## src/rtl/spe_consts.vh

```
// constants for the port 2 serial error interrupt-pending block
// assumes inclusion by bare name from the design file
`ifndef SPE_CONSTS_VH
`define SPE_CONSTS_VH

// ****************************************
// serial error register bit positions
// ****************************************
`define SPE_SERR_WIDTH 32
`define SPE_SERR_LINK_READY 1
`define SPE_SERR_DATA_INTEG 8
`define SPE_SERR_UNREC_FRAME 10
`define SPE_SERR_FIFO_ERR 11
`define SPE_SERR_LINK_CHANGE 16
`define SPE_SERR_ERR_PRIM 22

// ****************************************
// pending register bit positions
// ****************************************
`define SPE_PEND_WIDTH 32
`define SPE_PEND_LINK_CHANGE 16
`define SPE_PEND_LINK_READY 17
`define SPE_PEND_FIFO_ERR 18
`define SPE_PEND_ERR_PRIM 19
`define SPE_PEND_UNREC_FRAME 20
`define SPE_PEND_DATA_INTEG 21

// ****************************************
// reset values
// ****************************************
`define SPE_PEND_RESET 32'h0000_0000
`define SPE_SERR_RESET 32'h0000_0000
`define SPE_FLAG_RESET 1'h0
`define SPE_LINK_IDLE 1'h0

`endif

```

## src/rtl/spe_pending.v

```verilog
// port 2 serial error interrupt-pending bits, set by latched events
// assumes event pulses and write-one-to-clear strobes on sys_clk_i
`timescale 1ns/1ps
`include "spe_consts.vh"

module spe_pending (
   // clock and reset
   input wire sys_clk_i,
   input wire rst_b_i,
   // hardware events, one-cycle pulses
   input wire data_integ_evt_i,
   input wire unrec_frame_evt_i,
   input wire err_prim_evt_i,
   input wire fifo_err_evt_i,
   // link ready level from the link layer, same clock
   input wire link_ready_i,
   // software write-one-to-clear on the serial error register
   input wire serr_wr_i,
   input wire [`SPE_SERR_WIDTH-1:0] serr_wdata_i,
   // status
   output wire [`SPE_SERR_WIDTH-1:0] port_serial_error_register_o,
   output wire [`SPE_PEND_WIDTH-1:0] pend_o,
   output wire handshake_error_primitive_flag_o,
   output wire link_state_change_flag_o
);

   // ****************************************
   // local sizes
   // ****************************************
   localparam SW = `SPE_SERR_WIDTH;
   localparam PW = `SPE_PEND_WIDTH;

   // ****************************************
   // declarations
   // ****************************************
   wire link_rise;
   wire link_fall;
   wire link_change;

   wire set_data_integ;
   wire set_unrec_frame;
   wire set_err_prim;
   wire set_fifo_err;
   wire set_link_ready;
   wire set_link_change;

   wire clr_data_integ;
   wire clr_unrec_frame;
   wire clr_err_prim;
   wire clr_fifo_err;
   wire clr_link_ready;
   wire clr_link_change;

   wire flag_data_integ;
   wire flag_unrec_frame;
   wire flag_err_prim;
   wire flag_fifo_err;
   wire flag_link_ready;
   wire flag_link_change;

   reg [SW-1:0] serr_v;
   reg [PW-1:0] pend_v;

   // ****************************************
   // link level edges
   // ****************************************
   spe_edge_det #(
      .IDLE_VAL(`SPE_LINK_IDLE)
   ) link_edge_u (
      .clk_i(sys_clk_i),
      .rst_b_i(rst_b_i),
      .level_i(link_ready_i),
      .rise_o(link_rise),
      .fall_o(link_fall)
   );
   assign link_change = link_rise | link_fall;

   // ****************************************
   // set requests
   // ****************************************
   assign set_data_integ = data_integ_evt_i;
   assign set_unrec_frame = unrec_frame_evt_i;
   assign set_err_prim = err_prim_evt_i;
   assign set_fifo_err = fifo_err_evt_i;
   assign set_link_ready = link_rise;
   assign set_link_change = link_change;

   // ****************************************
   // write-one-to-clear requests
   // ****************************************
   // ones in unused bit positions are simply ignored
   assign clr_data_integ = serr_wr_i & serr_wdata_i[`SPE_SERR_DATA_INTEG];
   assign clr_unrec_frame = serr_wr_i & serr_wdata_i[`SPE_SERR_UNREC_FRAME];
   assign clr_err_prim = serr_wr_i & serr_wdata_i[`SPE_SERR_ERR_PRIM];
   assign clr_fifo_err = serr_wr_i & serr_wdata_i[`SPE_SERR_FIFO_ERR];
   assign clr_link_ready = serr_wr_i & serr_wdata_i[`SPE_SERR_LINK_READY];
   assign clr_link_change = serr_wr_i & serr_wdata_i[`SPE_SERR_LINK_CHANGE];

   // ****************************************
   // data integrity flag
   // ****************************************
   // crc and disparity fold into this one flag; error primitives have their own flag
   spe_sticky_bit #(
      .RESET_VAL(`SPE_FLAG_RESET)
   ) integ_u (
      .clk_i(sys_clk_i),
      .rst_b_i(rst_b_i),
      .set_i(set_data_integ),
      .clr_i(clr_data_integ),
      .flag_o(flag_data_integ)
   );

   // ****************************************
   // unrecognised frame flag
   // ****************************************
   // raised by the frame decoder, never by the link
   spe_sticky_bit #(
      .RESET_VAL(`SPE_FLAG_RESET)
   ) frame_u (
      .clk_i(sys_clk_i),
      .rst_b_i(rst_b_i),
      .set_i(set_unrec_frame),
      .clr_i(clr_unrec_frame),
      .flag_o(flag_unrec_frame)
   );

   // ****************************************
   // received error primitive flag
   // ****************************************
   // only meaningful during a data frame; qualified upstream
   spe_sticky_bit #(
      .RESET_VAL(`SPE_FLAG_RESET)
   ) prim_u (
      .clk_i(sys_clk_i),
      .rst_b_i(rst_b_i),
      .set_i(set_err_prim),
      .clr_i(clr_err_prim),
      .flag_o(flag_err_prim)
   );

   // ****************************************
   // fifo error flag
   // ****************************************
   // a level held high re-sets the flag every cycle
   spe_sticky_bit #(
      .RESET_VAL(`SPE_FLAG_RESET)
   ) fifo_u (
      .clk_i(sys_clk_i),
      .rst_b_i(rst_b_i),
      .set_i(set_fifo_err),
      .clr_i(clr_fifo_err),
      .flag_o(flag_fifo_err)
   );

   // ****************************************
   // link ready flag
   // ****************************************
   // sticky from the rise, not a live copy of the level
   spe_sticky_bit #(
      .RESET_VAL(`SPE_FLAG_RESET)
   ) ready_u (
      .clk_i(sys_clk_i),
      .rst_b_i(rst_b_i),
      .set_i(set_link_ready),
      .clr_i(clr_link_ready),
      .flag_o(flag_link_ready)
   );

   // ****************************************
   // link state change flag
   // ****************************************
   // both directions of the link level land here
   spe_sticky_bit #(
      .RESET_VAL(`SPE_FLAG_RESET)
   ) change_u (
      .clk_i(sys_clk_i),
      .rst_b_i(rst_b_i),
      .set_i(set_link_change),
      .clr_i(clr_link_change),
      .flag_o(flag_link_change)
   );

   // ****************************************
   // serial error word
   // ****************************************
   always @* begin
      serr_v = `SPE_SERR_RESET;
      serr_v[`SPE_SERR_DATA_INTEG] = flag_data_integ;
      serr_v[`SPE_SERR_UNREC_FRAME] = flag_unrec_frame;
      serr_v[`SPE_SERR_ERR_PRIM] = flag_err_prim;
      serr_v[`SPE_SERR_FIFO_ERR] = flag_fifo_err;
      serr_v[`SPE_SERR_LINK_READY] = flag_link_ready;
      serr_v[`SPE_SERR_LINK_CHANGE] = flag_link_change;
   end

   // ****************************************
   // pending word, pure wiring of the flags
   // ****************************************
   always @* begin
      pend_v = `SPE_PEND_RESET;
      pend_v[`SPE_PEND_DATA_INTEG] = flag_data_integ;
      pend_v[`SPE_PEND_UNREC_FRAME] = flag_unrec_frame;
      pend_v[`SPE_PEND_ERR_PRIM] = flag_err_prim;
      pend_v[`SPE_PEND_FIFO_ERR] = flag_fifo_err;
      pend_v[`SPE_PEND_LINK_READY] = flag_link_ready;
      pend_v[`SPE_PEND_LINK_CHANGE] = flag_link_change;
   end

   // ****************************************
   // outputs
   // ****************************************
   assign pend_o = pend_v;
   assign port_serial_error_register_o = serr_v;
   assign handshake_error_primitive_flag_o = flag_err_prim;
   assign link_state_change_flag_o = flag_link_change;

endmodule

// ****************************************
// one sticky flag
// ****************************************
module spe_sticky_bit #(
   parameter [0:0] RESET_VAL = 1'b0
) (
   // clock and reset
   input wire clk_i,
   input wire rst_b_i,
   // set and clear requests
   input wire set_i,
   input wire clr_i,
   // sticky state
   output wire flag_o
);

   reg flag_q;
   reg flag_d;

   // ****************************************
   // next state
   // ****************************************
   // set wins over a same-cycle clear so no event is lost
   always @* begin
      flag_d = flag_q;
      if (set_i) begin
         flag_d = 1'b1;
      end else if (clr_i) begin
         flag_d = 1'b0;
      end
   end

   // ****************************************
   // state flop
   // ****************************************
   always @(posedge clk_i or negedge rst_b_i) begin
      if (!rst_b_i) begin
         flag_q <= RESET_VAL;
      end else begin
         flag_q <= flag_d;
      end
   end

   assign flag_o = flag_q;

endmodule

// ****************************************
// level edge detector on the same clock
// ****************************************
module spe_edge_det #(
   parameter [0:0] IDLE_VAL = 1'b0
) (
   // clock and reset
   input wire clk_i,
   input wire rst_b_i,
   // watched level
   input wire level_i,
   // edge strobes
   output wire rise_o,
   output wire fall_o
);

   reg level_q;

   // ****************************************
   // previous level
   // ****************************************
   // idle value after reset, so a level already high at release is a rise
   always @(posedge clk_i or negedge rst_b_i) begin
      if (!rst_b_i) begin
         level_q <= IDLE_VAL;
      end else begin
         level_q <= level_i;
      end
   end

   assign rise_o = level_i & ~level_q;
   assign fall_o = ~level_i & level_q;

endmodule

```

## config.mk

```make
export PLATFORM = sky130hd
export DESIGN_NAME = spe_pending
export DESIGN_NICKNAME = d
export VERILOG_FILES = /design/src/rtl/spe_pending.v
export VERILOG_INCLUDE_DIRS = /design/src /design/src/rtl
export SDC_FILE = /design/constraint.sdc
export NUM_CORES = 1
export LEC_CHECK = 0
export ABC_AREA = 1
export BUFFER_PORTS_ARGS = -buffer_cell sky130_fd_sc_hd__buf_2
export CELL_PAD_IN_SITES_DETAIL_PLACEMENT = 1
export CELL_PAD_IN_SITES_GLOBAL_PLACEMENT = 1
export CORE_MARGIN = 2
export CORE_UTILIZATION = 19
export DETAILED_ROUTE_END_ITERATION = 8
export HOLD_SLACK_MARGIN = 0.05
export PLACE_DENSITY = 0.83
export SLEW_MARGIN = 10
export SYNTH_ARGS = -nofsm -noshare
export SYNTH_HDL_FRONTEND = slang
export SYNTH_SLANG_ARGS = --single-unit
```

## constraint.sdc

```tcl
create_clock -name sys_clk_i -period 1.4 [get_ports sys_clk_i]
set_input_delay 0.07 -clock sys_clk_i [delete_from_list [all_inputs] [get_ports sys_clk_i]]
set_output_delay 0.07 -clock sys_clk_i [all_outputs]
set_load 0.1 [all_outputs]
```

======== Yosys cells after proc, flatten, opt, wreduce, memory -nomap -nowiden ========
Index checks and enable logic that the tools add are counted.
storage, ports and cells
  bits in registers ....................... 7
  input port bits ......................... 40
operators by class
  multiplexer cells ....................... 12
  bitwise operators ....................... 11
  reductions and logical operators ........ 6
operators with widths
  cell                count
  1-bit 2-to-1 mux    12
  2-bit nonzero test  6
  1-bit AND           8
  1-bit inverter      2
  1-bit OR            1

======== Logic depth before layout (Yosys ltp) ========
  depth after elaboration ................. 4
  depth in mapped cells ................... 4

======== By module ========
Synthesis repeated with hierarchy kept, for this count alone.
second synthesis, totals
  cells, all modules ...................... 115
  area total of the unflattened synthesis .. 820.8 µm²
modules (own cells, without submodules)
  module          times used  cells an instance  area an instance (µm²)  sequential area each (µm²)
  spe_pending     1           80                 540.5                   0.0
  spe_sticky_bit  6           5                  40.0                    25.0
  spe_edge_det    1           5                  40.0                    25.0

======== Worst setup path before layout ========
No wires, ideal clock.
  kind .................................... reg2out
  start ................................... register change_u.flag_q (netlist: change_u.flag_o)
  end ..................................... output pend_o[16]
  data arrival time ....................... 1.357 ns
  path slack .............................. -0.027 ns
  cell stages (with the launch flop) ...... 2
  path through ............................ dfrtp_1 buf_4
RTL lines
  element                 RTL line           RTL
  from (decl)             spe_pending.v:235  reg flag_q;
  from (signal assigned)  spe_pending.v:258  flag_q <= flag_d;
  to (decl)               spe_pending.v:22   output wire [`SPE_PEND_WIDTH-1:0] pend_o,
No word-level cell between the ends.

======== Final worst setup path ========
  start ................................... register prim_u.flag_q (netlist: prim_u.flag_o)
  end ..................................... output handshake_error_primitive_flag_o
RTL lines
  element                 RTL line           RTL
  from (decl)             spe_pending.v:235
  from (signal assigned)  spe_pending.v:258
  to (decl)               spe_pending.v:23   output wire handshake_error_primitive_flag_o,
No word-level cell between the ends.

==> results.py <==
metrics = {
    "run_status": {
        "outcome": "finished, final reports clean",
    },
    "synthesis": {
        "synth_top_area_share_pct": 63.1,
        "syn_area_um2": 762,
        "synth_area_per_cell_um2": 7.86,
        "synthTopCellsByArea": "buf_4, dfrtp_1, nand2_1, inv_1, ha_1",
        "syn_inst": 97,
        "synth-seq-cells": 7,
        "synth-seq-area-share_pct": 23.0,
        "synth_top_cell_by_area": "buf_4",
        "yosysWarnings": 0,
        "synth_cell_types": 6,
    },
    "clock_tree": {
        "tritoncts": "yes",
        "clock_path_buffers": 2,
        "cts_setup_buffers": 0,
        "cts_made_buffers": 3,
        "clkLatencyLatePin_ns": 0.22,
        "ctsHtreeMaxLevel": 1,
        "path_clk_slew_ns": 0.04,
        "clkSinkCount": 7,
        "cts-root-buf": "clkbuf_8",
    },
    "place": {
        "gp_congestion": 0.536,
        "port_buffers": 27,
        "hpwl_um": 947,
        "pre_cts_slack_ns": 0.536,
        "postPlaceCellArea_um2": 673,
    },
    "worst_setup_path": {
        "cp_max_fo": 4,
        "startpoint_type": "register",
        "cpPeakStageDelay_ns": 0.43,
        "path_cells": "buf_2",
        "cp.required_ns": 1.33,
        "crit_arrival_ns": 1.03,
        "crit_type": "register to primary output",
        "path_buf_inv": 1,
        "end_kind": "primary output",
        "crit_family": "buffers and inverters",
        "slowest_stage": "buf_2",
    },
    "power": {
        "pwr-share-comb_pct": 65.0,
        "ir_drop_uv": 324,
        "p_int_mw": 0.471,
        "power_frac_seq_pct": 15.9,
        "switching_power_mw": 0.978,
        "swShare_pct": 67.5,
        "p_per_area_nw_per_um2": 1860,
        "clock_power_share_pct": 19.1,
        "power.leakage_nw": 0.472,
    },
    "cells_and_area": {
        "mostFrequentLayoutCell": "conb_1",
        "final_cell_mix": "conb_1, buf_2, nand2_1",
        "areaGrowthSynthToFinish_pct": 2.13,
        "antenna_cells": 0,
        "design_area_um2": 778,
        "num-fill-cells": 506,
        "drive_gt1_share_pct": 26.4,
        "nets": 163,
    },
    "min_path": {
        "hold_class": "input port to register",
    },
    "floorplanning": {
        "initial_core_util_pct": 19.3,
        "die_w_um": 67.3,
        "ios": 106,
        "row_count": 23,
        "dieHeight_um": 67.3,
        "core_um2": 3940,
        "die-area_um2": 4530,
    },
    "route": {
        "dr.pass1.iters": 2,
        "drt-initial-drc-count": 5,
        "vias_per_cell": 2.70,
        "routedWlPerCell_um": 6.50,
        "num_vias": 461,
        "drtAntennaViolNets": 0,
        "routed_wirelength_um": 1110,
        "drc": 0,
    },
    "global_route": {
        "grt_overflow": 0,
        "antenna_found_initial": 0,
        "grt_pass1_wl_um": 1280,
        "grt.total_usage_pct": 4.18,
        "grt_start_max_net_pins": 8,
        "grt_pass1_vias": 317,
    },
    "sta": {
        "rsz0062_at_grt": "false",
        "setup_viol": 0,
        "skew_ns": 0.000259,
        "hold_viol": 0,
        "min_period_ns": 1.10,
        "drv_slew": 0,
        "period_share_pct": 78.4,
        "setup_slack_ns": 0.302,
        "clock.fmax_mhz": 911,
        "setup_tns_ns": 0,
    },
    "job": {
        "cap_viol_max_count": 0,
    },
}
[layout make-up]
type | instances | area (um2) | share of cell area [%]
Multi-Input combinational cell | 71 | 275 | 35.4
Timing Repair Buffer | 33 | 195 | 25.1
Sequential cell | 7 | 178 | 22.8
Tap cell | 50 | 62.6 | 8.04
Clock buffer | 4 | 45.0 | 5.79
Inverter | 6 | 22.5 | 2.89
[cells by family after synthesis]
family | count (synthesis) | synth area share (%)
buffers and inverters | 70 | 66.0
and+or+nand+nor | 18 | 8.87
DFF | 7 | 23.0
adders and majority gates | 1 | 1.64
other | 1 | 0.492
[registers in the layout, indices dropped and copies added, names as in the netlist]
register             cells
prim_u.flag_o            1
integ_u.flag_o           1
ready_u.flag_o           1
frame_u.flag_o           1
fifo_u.flag_o            1
link_edge_u.level_q      1
change_u.flag_o          1
[stage by stage]
stage          hold slack (ns)  power [mW]  std cells  util (%)
2_1_floorplan           -0.226        1.25        148         -
3_3_place_gp           -0.0908        1.16        161      17.1
3_5_place_dp           -0.0881        1.16        161      17.1
4_1_cts                 0.0868        1.46        171      19.7
5_1_grt                  0.103        1.50        171      19.7
6_report                0.0871        1.45        171      19.7
[cell usage after synthesis, drive strengths merged]
cell type,number
conb,1
ha,1
buf,64
nand2,18
dfrtp,7
inv,6
[routing by layer]
metal	wire length (um)	vias up	GRT usage [%]
met5	0	-	0
met4	39	0	5.36
met3	192	4	1.67
met2	547	47	7.67
met1	332	192	2.72
li1	-	218	-
[worst paths after layout]
kind	from	end	slack, ns	cells after the start
setup reg to reg	link_edge_u.level_q$_DFF_PN0_	change_u.flag_o$_DFFE_PN0P_	0.63	3
setup / recovery	prim_u.flag_o$_DFFE_PN0P_	handshake_error_primitive_flag_o	0.30	1
hold / removal	serr_wdata_i[22]	prim_u.flag_o$_DFFE_PN0P_	0.09	4
min in group asynchronous	rst_b_i	ready_u.flag_o$_DFFE_PN0P_	0.22	2
hold reg to reg	ready_u.flag_o$_DFFE_PN0P_	ready_u.flag_o$_DFFE_PN0P_	0.48	2
max in group asynchronous	rst_b_i	prim_u.flag_o$_DFFE_PN0P_	1.02	2
[tightest hold or removal path, delay by kind of cell]
family | cells | cell delay (ns)
buffers and inverters | 1 | 0.08
AND/OR/NAND/NOR | 3 | 0.13
[power by group through the flow]
stage | combinational [mW] | clock, mW | sequential (mW)
6_report | 0.942 | 0.277 | 0.230
5_1_grt | 0.967 | 0.302 | 0.233
4_1_cts | 0.941 | 0.290 | 0.230
3_5_place_dp | 0.927 | 0 | 0.233
3_3_place_gp | 0.924 | 0 | 0.232
2_1_floorplan | 0.987 | 0 | 0.268
[timing repair]
item / CTS / global route
gates resized for setup: 0 / 0
hold buffers: 6 / 0
hold endpoints to repair: 12 / 0
No activity file was read; power rests on OpenSTA's default activity.
